[config.mk]
export PLATFORM = sky130hd
export DESIGN_NAME = tcp_user_stream
export DESIGN_NICKNAME = d
export VERILOG_FILES = /design/src/core/tcp_stream_pkg.sv /design/src/core/byte_fifo.sv /design/src/core/tcp_reg_bank.sv /design/src/core/tcp_user_stream.sv
export SDC_FILE = /design/constraint.sdc
export NUM_CORES = 1
export LEC_CHECK = 0
export ABC_AREA = 1
export ABC_CLOCK_PERIOD_IN_PS = 6600
export BUFFER_PORTS_ARGS = -buffer_cell sky130_fd_sc_hd__buf_2
export CAP_MARGIN = 10
export CORE_ASPECT_RATIO = 2
export CORE_MARGIN = 8
export CORE_UTILIZATION = 40
export DETAILED_ROUTE_END_ITERATION = 16
export SYNTH_ARGS = -nofsm -noshare
export SYNTH_HDL_FRONTEND = slang
export SYNTH_SLANG_ARGS = --single-unit
[constraint.sdc]
create_clock -name CLK_SYS -period 6.6 [get_ports CLK_SYS]
set_input_delay 0.33 -clock CLK_SYS [delete_from_list [all_inputs] [get_ports CLK_SYS]]
set_output_delay 0.33 -clock CLK_SYS [all_outputs]
set_load 0.01 [all_outputs]
[src/core/tcp_stream_pkg.sv]
`default_nettype none

package tcp_stream_pkg;

  // Data path widths
  localparam int BYTE_W = 8;
  localparam int CNT_W = 16;
  localparam int REG_AW = 8;
  localparam int REG_DW = 32;

  // Register offsets (byte addresses)
  localparam logic [7:0] OFS_CTRL = 8'h00;
  localparam logic [7:0] OFS_MSS = 8'h04;
  localparam logic [7:0] OFS_STATUS = 8'h08;
  localparam logic [7:0] OFS_TX_BYTES = 8'h0C;
  localparam logic [7:0] OFS_RX_BYTES = 8'h10;

  // Field positions and reset values
  localparam int CTRL_WIDTH_LSB = 0;
  localparam int CTRL_WIDTH_W = 5;
  localparam logic [4:0] CTRL_WIDTH_RST = 5'h10;
  localparam logic [4:0] CTRL_WIDTH_MAX = 5'h10;
  localparam logic [4:0] CTRL_WIDTH_MIN = 5'h01;
  localparam logic [15:0] MSS_RST = 16'h05B4;
  localparam int STAT_STATE_LSB = 0;
  localparam int STAT_OPEN_BIT = 4;
  localparam int STAT_CLOSE_BIT = 5;
  localparam int STAT_OVF_BIT = 6;
  localparam int STAT_LEVEL_LSB = 16;

  // Timing counts in clock cycles
  localparam int TX_STOP_CLOCKS = 8;
  localparam int WC_LAG_CLOCKS = 8;

  typedef enum logic [2:0] {
    ST_IDLE = 3'b000,
    ST_OPEN = 3'b001,
    ST_DROP = 3'b010,
    ST_CLOSE_WAIT = 3'b011,
    ST_DRAIN = 3'b100,
    ST_LAST = 3'b101
  } conn_state_t;

  typedef struct packed {
    logic [15:0] tx_level;
    logic tx_overflow;
    logic close_req;
    logic open;
    conn_state_t state;
  } status_t;

  typedef struct packed {
    logic [4:0] wc_width;
    logic [15:0] mss;
  } config_t;

endpackage : tcp_stream_pkg

`default_nettype wire

[src/core/byte_fifo.sv]
`default_nettype none

module byte_fifo #(
  parameter int WIDTH = 8,
  parameter int DEPTH = 8
) (
  input wire logic clk,
  input wire logic rst,
  input wire logic in_valid,
  output logic in_ready,
  input wire logic [WIDTH-1:0] in_data,
  output logic out_valid,
  input wire logic out_ready,
  output logic [WIDTH-1:0] out_data,
  output logic [15:0] level
);

  localparam int AW = $clog2(DEPTH);

  // Pointers need a power-of-two depth
  if (DEPTH < 2 || (1 << AW) != DEPTH || DEPTH > 32768) begin : g_bad_depth
    $error("byte_fifo: DEPTH must be a power of two from 2 to 32768");
  end

  logic [WIDTH-1:0] mem_ff [DEPTH];
  logic [AW:0] wr_ptr_ff;
  logic [AW:0] rd_ptr_ff;
  logic [AW:0] used;
  logic push;
  logic pop;

  // Honest flags from pointer distance
  assign used = wr_ptr_ff - rd_ptr_ff;
  assign in_ready = (used != DEPTH[AW:0]);
  assign out_valid = (used != '0);
  assign push = in_valid && in_ready;
  assign pop = out_valid && out_ready;
  assign out_data = mem_ff[rd_ptr_ff[AW-1:0]];
  assign level = 16'(used);

  // Storage
  always_ff @(posedge clk)
  begin
    if (push)
    begin
      mem_ff[wr_ptr_ff[AW-1:0]] <= in_data;
    end
  end

  // Pointers
  always_ff @(posedge clk or posedge rst)
  begin
    if (rst)
    begin
      wr_ptr_ff <= '0;
      rd_ptr_ff <= '0;
    end
    else
    begin
      if (push)
        wr_ptr_ff <= wr_ptr_ff + 1'b1;
      if (pop)
        rd_ptr_ff <= rd_ptr_ff + 1'b1;
    end
  end

endmodule : byte_fifo

`default_nettype wire

[src/core/tcp_reg_bank.sv]
`default_nettype none

module tcp_reg_bank (
  input wire logic clk,
  input wire logic rst,
  input wire logic [tcp_stream_pkg::REG_AW-1:0] addr,
  input wire logic [tcp_stream_pkg::REG_DW-1:0] wdata,
  input wire logic write,
  input wire logic read,
  input wire tcp_stream_pkg::status_t stat,
  input wire logic [31:0] tx_bytes,
  input wire logic [31:0] rx_bytes,
  output logic [tcp_stream_pkg::REG_DW-1:0] rdata,
  output tcp_stream_pkg::config_t cfg,
  output logic ovf_clear
);
  import tcp_stream_pkg::*;

  logic [4:0] width_ff;
  logic [15:0] mss_ff;
  logic [REG_DW-1:0] nxt_rdata;
  logic [REG_DW-1:0] rdata_ff;
  logic [4:0] wr_width;

  assign cfg.wc_width = width_ff;
  assign cfg.mss = mss_ff;
  assign rdata = rdata_ff;
  assign wr_width = wdata[CTRL_WIDTH_LSB +: CTRL_WIDTH_W];
  // Write one to the overflow bit clears it
  assign ovf_clear = write && (addr == OFS_STATUS) && wdata[STAT_OVF_BIT];

  // Software writes, width kept within 1..16
  always_ff @(posedge clk or posedge rst)
  begin
    if (rst)
    begin
      width_ff <= CTRL_WIDTH_RST;
      mss_ff <= MSS_RST;
    end
    else if (write)
    begin
      if (addr == OFS_CTRL)
        width_ff <= (wr_width > CTRL_WIDTH_MAX) ? CTRL_WIDTH_MAX :
                    (wr_width < CTRL_WIDTH_MIN) ? CTRL_WIDTH_MIN : wr_width;
      if (addr == OFS_MSS)
        mss_ff <= wdata[15:0];
    end
  end

  // Read decode, unmapped reads zero
  always_comb
  begin
    nxt_rdata = '0;
    case (addr)
      OFS_CTRL: nxt_rdata[CTRL_WIDTH_LSB +: CTRL_WIDTH_W] = width_ff;
      OFS_MSS: nxt_rdata[15:0] = mss_ff;
      OFS_STATUS:
      begin
        nxt_rdata[STAT_STATE_LSB +: 3] = stat.state;
        nxt_rdata[STAT_OPEN_BIT] = stat.open;
        nxt_rdata[STAT_CLOSE_BIT] = stat.close_req;
        nxt_rdata[STAT_OVF_BIT] = stat.tx_overflow;
        nxt_rdata[STAT_LEVEL_LSB +: 16] = stat.tx_level;
      end
      OFS_TX_BYTES: nxt_rdata = tx_bytes;
      OFS_RX_BYTES: nxt_rdata = rx_bytes;
      default: nxt_rdata = '0;
    endcase
  end

  // Read data stands one cycle only
  always_ff @(posedge clk or posedge rst)
  begin
    if (rst)
      rdata_ff <= '0;
    else
      rdata_ff <= read ? nxt_rdata : '0;
  end

endmodule : tcp_reg_bank

`default_nettype wire

[src/core/tcp_user_stream.sv]
// The implementer's own choices: the strobed register port and the address map.
`default_nettype none

module tcp_user_stream #(
  parameter int TX_DEPTH = 64,
  parameter int RX_DEPTH = 8
) (
  input wire logic CLK_SYS,
  input wire logic RST,
  // User side
  output logic CONNECTION_OPEN,
  output logic CLOSE_REQUEST,
  input wire logic CLOSE_RESPONSE,
  input wire logic [7:0] TX_BYTE,
  input wire logic TX_WRITE,
  output logic TX_BUFFER_FULL,
  output logic [7:0] RX_BYTE,
  output logic RX_VALID,
  input wire logic [15:0] RX_STORED_COUNT,
  // Protocol engine side
  input wire logic NET_ESTABLISHED,
  input wire logic NET_FIN_RECEIVED,
  output logic NET_FIN_SEND,
  input wire logic NET_FIN_ACKED,
  output logic [7:0] NET_TX_DATA,
  output logic NET_TX_VALID,
  input wire logic NET_TX_READY,
  input wire logic [7:0] NET_RX_DATA,
  input wire logic NET_RX_VALID,
  output logic NET_RX_READY,
  output logic [15:0] NET_RX_WINDOW,
  output logic [15:0] NET_MSS,
  // Register port
  input wire logic [tcp_stream_pkg::REG_AW-1:0] REG_ADDR,
  input wire logic [tcp_stream_pkg::REG_DW-1:0] REG_WDATA,
  input wire logic REG_WRITE,
  input wire logic REG_READ,
  output logic [tcp_stream_pkg::REG_DW-1:0] REG_RDATA
);
  import tcp_stream_pkg::*;

  // Full must leave room for late writes
  localparam int FULL_MARGIN = TX_STOP_CLOCKS + 2;
  localparam logic [15:0] FULL_LEVEL = 16'(TX_DEPTH - FULL_MARGIN);

  if (TX_DEPTH < 2 * FULL_MARGIN) begin : g_bad_tx
    $error("tcp_user_stream: TX_DEPTH too small for write stop margin");
  end
  if (RX_DEPTH < 2) begin : g_bad_rx
    $error("tcp_user_stream: RX_DEPTH must be at least 2");
  end

  conn_state_t state_ff;
  conn_state_t nxt_state;
  logic open_ff;
  logic close_req_ff;
  logic fin_ff;
  logic tx_full_ff;
  logic tx_ovf_ff;
  logic [7:0] rx_byte_ff;
  logic rx_valid_ff;
  logic [WC_LAG_CLOCKS-1:0] rx_hist_ff;
  logic [15:0] window_ff;
  logic [31:0] tx_bytes_ff;
  logic [31:0] rx_bytes_ff;

  logic tx_accept;
  logic tx_in_ready;
  logic tx_out_valid;
  logic tx_pop;
  logic [7:0] tx_out_data;
  logic [15:0] tx_level;
  logic tx_empty;
  logic rx_out_valid;
  logic rx_out_ready;
  logic [7:0] rx_out_data;
  logic [15:0] rx_level;
  logic rx_release;
  logic [15:0] wc_mask;
  logic [15:0] wc_stored;
  logic [17:0] used_total;
  logic [15:0] nxt_window;
  logic ovf_clear;
  config_t cfg;
  status_t stat;

  // Mask of count bits in use for a given width
  function automatic logic [15:0] width_mask(input logic [4:0] w);
    logic [16:0] one_hot;
    one_hot = 17'h00001 << w;
    width_mask = 16'(one_hot - 17'h00001);
  endfunction : width_mask

  // Count of set bits in the recent release history
  function automatic logic [4:0] ones(input logic [WC_LAG_CLOCKS-1:0] v);
    logic [4:0] n;
    n = '0;
    for (int i = 0; i < WC_LAG_CLOCKS; i++)
      n = n + 5'(v[i]);
    ones = n;
  endfunction : ones

  // Connection state: open, teardown, drain, final confirmation
  always_comb
  begin
    nxt_state = state_ff;
    case (state_ff)
      ST_IDLE:
      begin
        if (NET_ESTABLISHED)
          nxt_state = ST_OPEN;
      end
      ST_OPEN:
      begin
        if (NET_FIN_RECEIVED)
          nxt_state = ST_DROP;
      end
      ST_DROP:
        nxt_state = ST_CLOSE_WAIT;
      ST_CLOSE_WAIT:
      begin
        if (CLOSE_RESPONSE)
          nxt_state = ST_DRAIN;
      end
      ST_DRAIN:
      begin
        if (!CLOSE_RESPONSE)
          nxt_state = ST_CLOSE_WAIT;
        else if (tx_empty && !TX_WRITE)
          nxt_state = ST_LAST;
      end
      ST_LAST:
      begin
        if (NET_FIN_ACKED)
          nxt_state = ST_IDLE;
      end
      default:
        nxt_state = ST_IDLE;
    endcase
  end

  // State register
  always_ff @(posedge CLK_SYS or posedge RST)
  begin
    if (RST)
      state_ff <= ST_IDLE;
    else
      state_ff <= nxt_state;
  end

  // Open drops one cycle before close request rises
  always_ff @(posedge CLK_SYS or posedge RST)
  begin
    if (RST)
    begin
      open_ff <= 1'b0;
      close_req_ff <= 1'b0;
    end
    else
    begin
      open_ff <= (nxt_state == ST_OPEN);
      close_req_ff <= (nxt_state == ST_CLOSE_WAIT) || (nxt_state == ST_DRAIN) ||
                      (nxt_state == ST_LAST);
    end
  end

  // Termination confirmation pulse once drained
  always_ff @(posedge CLK_SYS or posedge RST)
  begin
    if (RST)
      fin_ff <= 1'b0;
    else
      fin_ff <= (state_ff == ST_DRAIN) && (nxt_state == ST_LAST);
  end

  assign CONNECTION_OPEN = open_ff;
  assign CLOSE_REQUEST = close_req_ff;
  assign NET_FIN_SEND = fin_ff;

  // Transmit writes taken while open, or while closing is pending
  assign tx_accept = TX_WRITE && tx_in_ready &&
                     ((state_ff == ST_OPEN) ||
                      (state_ff == ST_CLOSE_WAIT) || (state_ff == ST_DRAIN));

  byte_fifo #(
    .WIDTH(BYTE_W),
    .DEPTH(TX_DEPTH)
  ) u_tx_fifo (
    .clk(CLK_SYS),
    .rst(RST),
    .in_valid(tx_accept),
    .in_ready(tx_in_ready),
    .in_data(TX_BYTE),
    .out_valid(tx_out_valid),
    .out_ready(NET_TX_READY),
    .out_data(tx_out_data),
    .level(tx_level)
  );

  assign tx_empty = !tx_out_valid;
  assign tx_pop = tx_out_valid && NET_TX_READY;
  assign NET_TX_DATA = tx_out_data;
  assign NET_TX_VALID = tx_out_valid;

  // Full leaves room for writes during the stop allowance
  always_ff @(posedge CLK_SYS or posedge RST)
  begin
    if (RST)
      tx_full_ff <= 1'b0;
    else
      tx_full_ff <= (tx_level >= FULL_LEVEL);
  end

  assign TX_BUFFER_FULL = tx_full_ff;

  // Sticky flag for writes not taken, for lack of room or outside open and closing; set wins over clear
  always_ff @(posedge CLK_SYS or posedge RST)
  begin
    if (RST)
      tx_ovf_ff <= 1'b0;
    else if (TX_WRITE && !tx_accept)
      tx_ovf_ff <= 1'b1;
    else if (ovf_clear)
      tx_ovf_ff <= 1'b0;
  end

  // Receive bytes staged in a small buffer
  byte_fifo #(
    .WIDTH(BYTE_W),
    .DEPTH(RX_DEPTH)
  ) u_rx_fifo (
    .clk(CLK_SYS),
    .rst(RST),
    .in_valid(NET_RX_VALID),
    .in_ready(NET_RX_READY),
    .in_data(NET_RX_DATA),
    .out_valid(rx_out_valid),
    .out_ready(rx_out_ready),
    .out_data(rx_out_data),
    .level(rx_level)
  );

  // Release to the user only while open and room is left
  assign rx_out_ready = (state_ff == ST_OPEN) && (window_ff != 16'h0000);
  assign rx_release = rx_out_valid && rx_out_ready;

  // Received byte and valid pulse from flops, arrival order kept
  always_ff @(posedge CLK_SYS or posedge RST)
  begin
    if (RST)
    begin
      rx_byte_ff <= 8'h00;
      rx_valid_ff <= 1'b0;
    end
    else
    begin
      rx_valid_ff <= rx_release;
      if (rx_release)
        rx_byte_ff <= rx_out_data;
    end
  end

  assign RX_BYTE = rx_byte_ff;
  assign RX_VALID = rx_valid_ff;

  // Bytes handed out whose count may not yet show
  always_ff @(posedge CLK_SYS or posedge RST)
  begin
    if (RST)
      rx_hist_ff <= '0;
    else
      rx_hist_ff <= {rx_hist_ff[WC_LAG_CLOCKS-2:0], rx_release};
  end

  // Count bits in use; forced ones above them are ignored
  assign wc_mask = width_mask(cfg.wc_width);
  assign wc_stored = RX_STORED_COUNT & wc_mask;

  // Free space: buffer size less stored, unconfirmed and staged bytes
  always_comb
  begin
    used_total = 18'(wc_stored) + 18'(ones(rx_hist_ff)) + 18'(rx_level);
    if (used_total >= 18'(wc_mask))
      nxt_window = 16'h0000;
    else
      nxt_window = 16'(18'(wc_mask) - used_total);
  end

  // Advertised window register
  always_ff @(posedge CLK_SYS or posedge RST)
  begin
    if (RST)
      window_ff <= 16'h0000;
    else
      window_ff <= nxt_window;
  end

  assign NET_RX_WINDOW = window_ff;
  assign NET_MSS = cfg.mss;

  // Traffic counters for software
  always_ff @(posedge CLK_SYS or posedge RST)
  begin
    if (RST)
    begin
      tx_bytes_ff <= 32'h0000_0000;
      rx_bytes_ff <= 32'h0000_0000;
    end
    else
    begin
      if (tx_pop)
        tx_bytes_ff <= tx_bytes_ff + 32'h0000_0001;
      if (rx_release)
        rx_bytes_ff <= rx_bytes_ff + 32'h0000_0001;
    end
  end

  // Status gathered for the register port
  assign stat.tx_level = tx_level;
  assign stat.tx_overflow = tx_ovf_ff;
  assign stat.close_req = close_req_ff;
  assign stat.open = open_ff;
  assign stat.state = state_ff;

  tcp_reg_bank u_regs (
    .clk(CLK_SYS),
    .rst(RST),
    .addr(REG_ADDR),
    .wdata(REG_WDATA),
    .write(REG_WRITE),
    .read(REG_READ),
    .stat(stat),
    .tx_bytes(tx_bytes_ff),
    .rx_bytes(rx_bytes_ff),
    .rdata(REG_RDATA),
    .cfg(cfg),
    .ovf_clear(ovf_clear)
  );

endmodule : tcp_user_stream

`default_nettype wire

Yosys cells after proc, flatten, opt, wreduce, memory -nomap -nowiden
Memories as Yosys holds them, arrays and structs flattened. A register that Yosys moved wholly into a read port is not among the register bits.
Cells that the tools add are included.
{"block": "classes", "magnitude_cmp": 4, "addsub": 19, "shifts": 1, "bitwise_logic": 1, "muxes": 23, "n_eq_ne": 15, "n_reduce_logical": 27}
{"operator": "$add 32x1->32 const B", "n": 2}
{"operator": "$pmux 16 s3", "n": 1}
{"operator": "$mux 32", "n": 1}
{"operator": "$pmux 9 s3", "n": 1}
{"operator": "$add 17x4->18", "n": 1}
{"operator": "$ge 18x16->1", "n": 1}
{"operator": "$mux 3", "n": 6}
{"operator": "$pmux 3 s6", "n": 1}
{"operator": "$add 16x5->17", "n": 1}
{"operator": "$and 16x16->16", "n": 1}
{"operator": "$eq 8x4->1 const B", "n": 2}
{"operator": "$mux 16", "n": 1}
{"operator": "$reduce_bool 16->1", "n": 1}
{"operator": "$shl 1x5->16 const A", "n": 1}
{"operator": "$sub 16x1->16 const B", "n": 1}
{"operator": "$sub 16x16->16", "n": 1}
{"operator": "$add 5x1->5", "n": 3}
{"operator": "$pmux 3 s5", "n": 1}
{"operator": "$add 7x1->7 const B", "n": 2}
{"operator": "$eq 3x3->1 const B", "n": 4}
{"operator": "$logic_and 1x1->1", "n": 12}
{"operator": "$mux 5", "n": 2}
{"operator": "$eq 3x2->1 const B", "n": 3}
{"operator": "$add 4x1->4 const B", "n": 2}
{"operator": "other kinds (26)", "n": 38}
{"block": "word_totals", "inputBits": 83, "elab_cells": 110, "n_memories": 2, "regBits": 172, "output_inout_bits": 87, "ramBits": 576}
{"name": "u_tx_fifo.mem_ff", "depth": 64, "word_bits": 8, "read_ports": 1, "rd_ports_with_merged_regs": 0, "wr": 1, "line_no": "byte_fifo.sv:25", "source": "logic [WIDTH-1:0] mem_ff [DEPTH];"}
{"name": "u_rx_fifo.mem_ff", "depth": 8, "word_bits": 8, "read_ports": 1, "rd_ports_with_merged_regs": 1, "wr": 1, "line_no": "byte_fifo.sv:25"}

Depth between registers and ports, before layout
{"block": "logic_depth", "word_depth": 11, "depth_mapped": 33, "depth_no_buf": 32}

Modules after synthesis
Synthesis repeated with hierarchy kept, for this count alone.
{"block": "hier_totals", "hier_cells": 3926, "area_unflattened_um2": 36990.5}
{"mod": "byte_fifo at u_tx_fifo", "seq_area_each_um2": 15725.1, "n_inst": 1, "cells_per_inst": 2223, "area_each_um2": 22997.1}
{"mod": "tcp_user_stream", "seq_area_each_um2": 2602.5, "n_inst": 1, "cells_per_inst": 1027, "area_each_um2": 7948.9}
{"mod": "byte_fifo at u_rx_fifo", "seq_area_each_um2": 2122.0, "n_inst": 1, "cells_per_inst": 289, "area_each_um2": 3216.8}
{"mod": "tcp_reg_bank", "seq_area_each_um2": 1335.0, "n_inst": 1, "cells_per_inst": 387, "area_each_um2": 2827.7}

Worst setup path after synthesis
No wires, ideal clock.
{"block": "synth_timing", "path_type": "flip-flop to flip-flop", "startpoint": "register u_regs.width_ff[3]", "endpoint": "register window_ff[11] (netlist: NET_RX_WINDOW[11])", "required_ns": 6.475, "arrival_time_ns": 5.168, "period_less_slack_ns": 5.292, "stages_incl_launch_ff": 33, "setup_time_ns": 0.125, "path_slack_ns": 1.308, "path_buffers": 1, "path_cell_list": "dfrtp_1 -> nor2_4 -> clkinv_2 -> nor2_1 -> nand2_1 -> ha_1 -> nor2_1 -> ha_1 -> ha_1 -> inv_1 -> fa_1 -> inv_1 -> ha_1 -> nand3_1 -> nand2_1 -> nand2_1 -> o211ai_1 -> nand3_1 -> nor2_2 -> nand3_2 -> inv_2 -> nand2_1 -> nand2_1 -> nand2_1 -> ha_1 -> nand2_1 -> nor2_1 -> nand4_1 -> o31ai_1 -> a21oi_1 -> nand2_4 -> buf_12 -> nor2_4"}
{"block": "synth_via", "elab_chain_cells": 7, "word_cells_on_any_way": 8, "cone_classes": "add/sub: 4; order compare: 1; shift: 1; mux: 1; bitwise: 1"}
{"element": "start: declaration", "line_no": "tcp_reg_bank.sv:19", "source": "logic [4:0] width_ff;"}
{"element": "start signal: assignment", "line_no": "tcp_reg_bank.sv:43", "source": "width_ff <= (wr_width > CTRL_WIDTH_MAX) ? CTRL_WIDTH_MAX :"}
{"element": "$shl 1x5->16 (*)", "line_no": "tcp_user_stream.sv:90", "source": "one_hot = 17'h00001 << w;"}
{"element": "$sub 16x1->16 (*)", "line_no": "tcp_user_stream.sv:91", "source": "width_mask = 16'(one_hot - 17'h00001);"}
{"element": "$and 16x16->16", "line_no": "tcp_user_stream.sv:277", "source": "assign wc_stored = RX_STORED_COUNT & wc_mask;"}
{"element": "$add 16x5->17", "line_no": "tcp_user_stream.sv:282", "source": "used_total = 18'(wc_stored) + 18'(ones(rx_hist_ff)) + 18'(rx_level);"}
{"element": "$add 17x4->18", "line_no": "tcp_user_stream.sv:282"}
{"element": "$sub 16x16->16 / $ge 18x16->1 (equally long branches)", "line_no": "tcp_user_stream.sv:286, tcp_user_stream.sv:283"}
{"element": "$mux 16 (*)", "line_no": "tcp_user_stream.sv:283", "source": "if (used_total >= 18'(wc_mask))"}
{"element": "named net nxt_window[11]", "line_no": "tcp_user_stream.sv:82", "source": "logic [15:0] nxt_window;"}
{"element": "end signal: assignment", "line_no": "tcp_user_stream.sv:295", "source": "window_ff <= nxt_window;"}
{"element": "end: declaration", "line_no": "tcp_user_stream.sv:63", "source": "logic [15:0] window_ff;"}
The timed path passes the listed nets; every way through them passes the cells marked *.
A chain may end at the register's enable or synchronous reset.

Final worst setup path
{"block": "layout_timing", "startpoint": "register u_regs.width_ff[2]", "endpoint": "register window_ff[12] (netlist: NET_RX_WINDOW[12])"}
The elaborated chain is that of the path after synthesis.

==> out/results.txt <==
Syn Nets = 3,325
Main synth FF type = edfxtp_1
RSZ-0062 raised after global routing = no
fmax = 0.166 GHz
fin crit period = 6030 ps
worst slack, placed = 314 ps
global-route wire length before repair = 151,000 um
hold-critical path depth = 3
commonest cells after routing, fill and taps aside = 576 x edfxtp_1, 499 x nor2_1, 457 x nand2_1
Setup violations, final = 0
Avg Vias per Cell = 5.49
PD cells = 477 nW/um^2
Util after Layout = 45.3%
Final Cycle Share = 91.4%
Yosys top cell by area = edfxtp_1
Cell Area, Placed = 35,900 um^2
top cell type's share of synthesized area = 50.6%
IO buf count = 153
synthesized area = 34,200 um^2
Starting Density = 40.4%
Netlist cell types = 54
Worst EP required = 7110 ps
num rows = 151
Total GRT Usage = 21.0%
DRC Markers = 0
Placed Cells = 4,272
Vias = 24,300
Seq cells post-synth = 755
Bufs on Longest Clock Path = 3
main area contributors after synthesis = edfxtp_1 51%, dfrtp_1 13%, nor2_1 5.5%
finished layout cell area = 38,400 um^2
Die W = 223 um
H-tree depth = 3
Fin Clk Skew = 35.5 ps
Worst-Skew Late Latency = 650 ps
CP max stage cell = dfrtp_1
Synth Instances = 3,169
fill count = 7,916
TritonRoute pass-1 iters = 5
Routed WL per cell = 23.2 um
vias in the first global route = 24,600
Startpoint Class = flip-flop
CP endpoint kind = flip-flop
Avg Synthesized Cell Area = 10.8 um^2
CP Class = flip-flop to flip-flop
status = finished, final reports clean
final layout net count = 3,459
reg2reg setup slack = 570 ps
Worst VDD drop = 1.91 mV
crit path max fanout = 11
max incr delay on CP = 620 ps
initial antenna violation count = 3
die area = 95,600 um^2
wirelength, routed = 103,000 um
most common cell after layout, fill and taps aside = edfxtp_1
synth warn = 0
post-synthesis async set-or-reset flop share = 23.7%
final slew viol count = 0
DR iter-0 viols = 1,523
Clock Sinks = 755
layout cell share with drive strength beyond 1 = 11.8%
setup TNS = 0 ps
Detail Route Antenna Nets = 0
post-route worst setup slack = 566 ps
Slew @ Worst Pin = 1040 ps
Layout Cells excl Fill = 4,426
most frequent CP cell = nand2_1
GRT overflow = 0
Root Buffer = clkbuf_16
largest net degree at the start of global routing = 115
post-synthesis sequential area ratio = 63.8%
R2R depth = 31
Core Region = 84,600 um^2
Detailed Place HPWL = 70,000 um
leakage = 0.0144 uW
Post-synth EDFFs = 576
gpl congestion = 0.938
Num CTS Buffers = 67
max capacitance violation total = 0
Slew HR = 30.3%
Worst-path clk slew = 70 ps
IO Pins = 170
Fin. Hold Viols = 0
Hold Crit Class = input port to flip-flop
area grow syn2layout = 12.3%
arrival time at the worst endpoint = 6540 ps
TritonCTS clock tree = done
Die H = 429 um
==> registers in the layout (all words and copies together), names as in the netlist <==
register and cells:
CLOSE_REQUEST 1, CONNECTION_OPEN 1, NET_FIN_SEND 1, NET_RX_WINDOW 16, RX_BYTE 8, TX_BUFFER_FULL 1
rx_bytes_ff 32, rx_hist_ff 8, state_ff 3, tx_bytes_ff 32, tx_ovf_ff 1, u_regs.mss_ff 16
u_regs.rdata 32, u_regs.width_ff 5, u_rx_fifo.mem_ff 64, u_rx_fifo.rd_ptr_ff 4, u_rx_fifo.wr_ptr_ff 4, u_tx_fifo.mem_ff 512
u_tx_fifo.rd_ptr_ff 7, u_tx_fifo.wr_ptr_ff 7
==> cell families (layout without fill, tap and decap cells) <==
group | Yosys count | count (layout) | share of synthesized area (%)
compound gates | 621 | 621 | 10.5
xor+xnor | 106 | 106 | 2.72
fa+ha+maj | 73 | 73 | 2.87
buf+inv | 377 | 562 | 4.48
flops | 755 | 755 | 63.8
mux | 8 | 8 | 0.264
other cells | 0 | 1 | 0
simple gates | 1229 | 1229 | 15.4
==> where the power goes <==
group | internal [uW] | switching (uW)
Combinational | 2820 | 5820
Sequential | 5530 | 267
Clock | 2080 | 1780
Total | 10400 | 7870
==> timing repair <==
| item | CTS | global route |
|---|---|---|
| hold buffers | 26 | 0 |
| gates resized for setup | 0 | 2 |
| endpoints found under the hold margin | 191 | 0 |
| buffers inserted | 0 | 7 |
| setup endpoints to repair | 0 | 16 |
==> worst max-delay path: cells and delay by family (launching register included) <==
| kind | cells | cell delay, ps |
|---|---|---|
| compound gates | 3 | 480 |
| xor+xnor | 1 | 440 |
| fa+ha+maj | 5 | 1590 |
| buf+inv | 5 | 740 |
| flops | 1 | 620 |
| simple gates | 17 | 2030 |
==> layout make-up <==
class	count	area [um^2]	share of cell area, %
antenna	1	2.50	0.00652
clock buffer	81	1790	4.67
clock inverter	39	329	0.858
inverter	215	823	2.15
multi-input combinational	2037	10900	28.3
sequential	755	21800	56.8
tap	1071	1340	3.49
timing repair buffer	227	1410	3.68
==> cell usage after synthesis, drive strengths merged (8+ instances only) <==
master	n
nor3	49
nand2	477
nand4	46
buf	49
edfxtp	576
dfrtp	172
mux2	8
xnor2	39
ha	64
a21oi	59
inv	208
clkbuf	113
nor4	10
fa	9
nor2	525
o22ai	103
xor2	67
nand3	116
a31oi	20
o221ai	51
o21ai	348
o211ai	20
==> through the flow <==
stage / total power (uW) / hold WS, ps
4_1_cts: 18400 / 0.460
6_report: 18300 / 45.4
3_3_place_gp: 14400 / 361
5_1_grt: 19400 / 46.6
3_5_place_dp: 14400 / 383
2_1_floorplan: 11700 / 354
==> worst paths after layout <==
path,to,from
min reg2reg,rx_hist_ff[7],rx_hist_ff[6]
max in group asynchronous,u_tx_fifo.rd_ptr_ff[1],RST
max reg2reg,NET_RX_WINDOW[12],u_regs.width_ff[2]
max,NET_RX_WINDOW[12],u_regs.width_ff[2]
min,u_regs.mss_ff[3],REG_WDATA[3]
min in group asynchronous,RX_BYTE[7],RST
==> routing by layer <==
layer / GRT usage [%] / routed length, um
met1: 20.8 / 35200
met2: 40.8 / 56600
met3: 3.57 / 5210
met4: 11.3 / 5860
met5: 0 / 0
(Power assumes the default switching activity.)
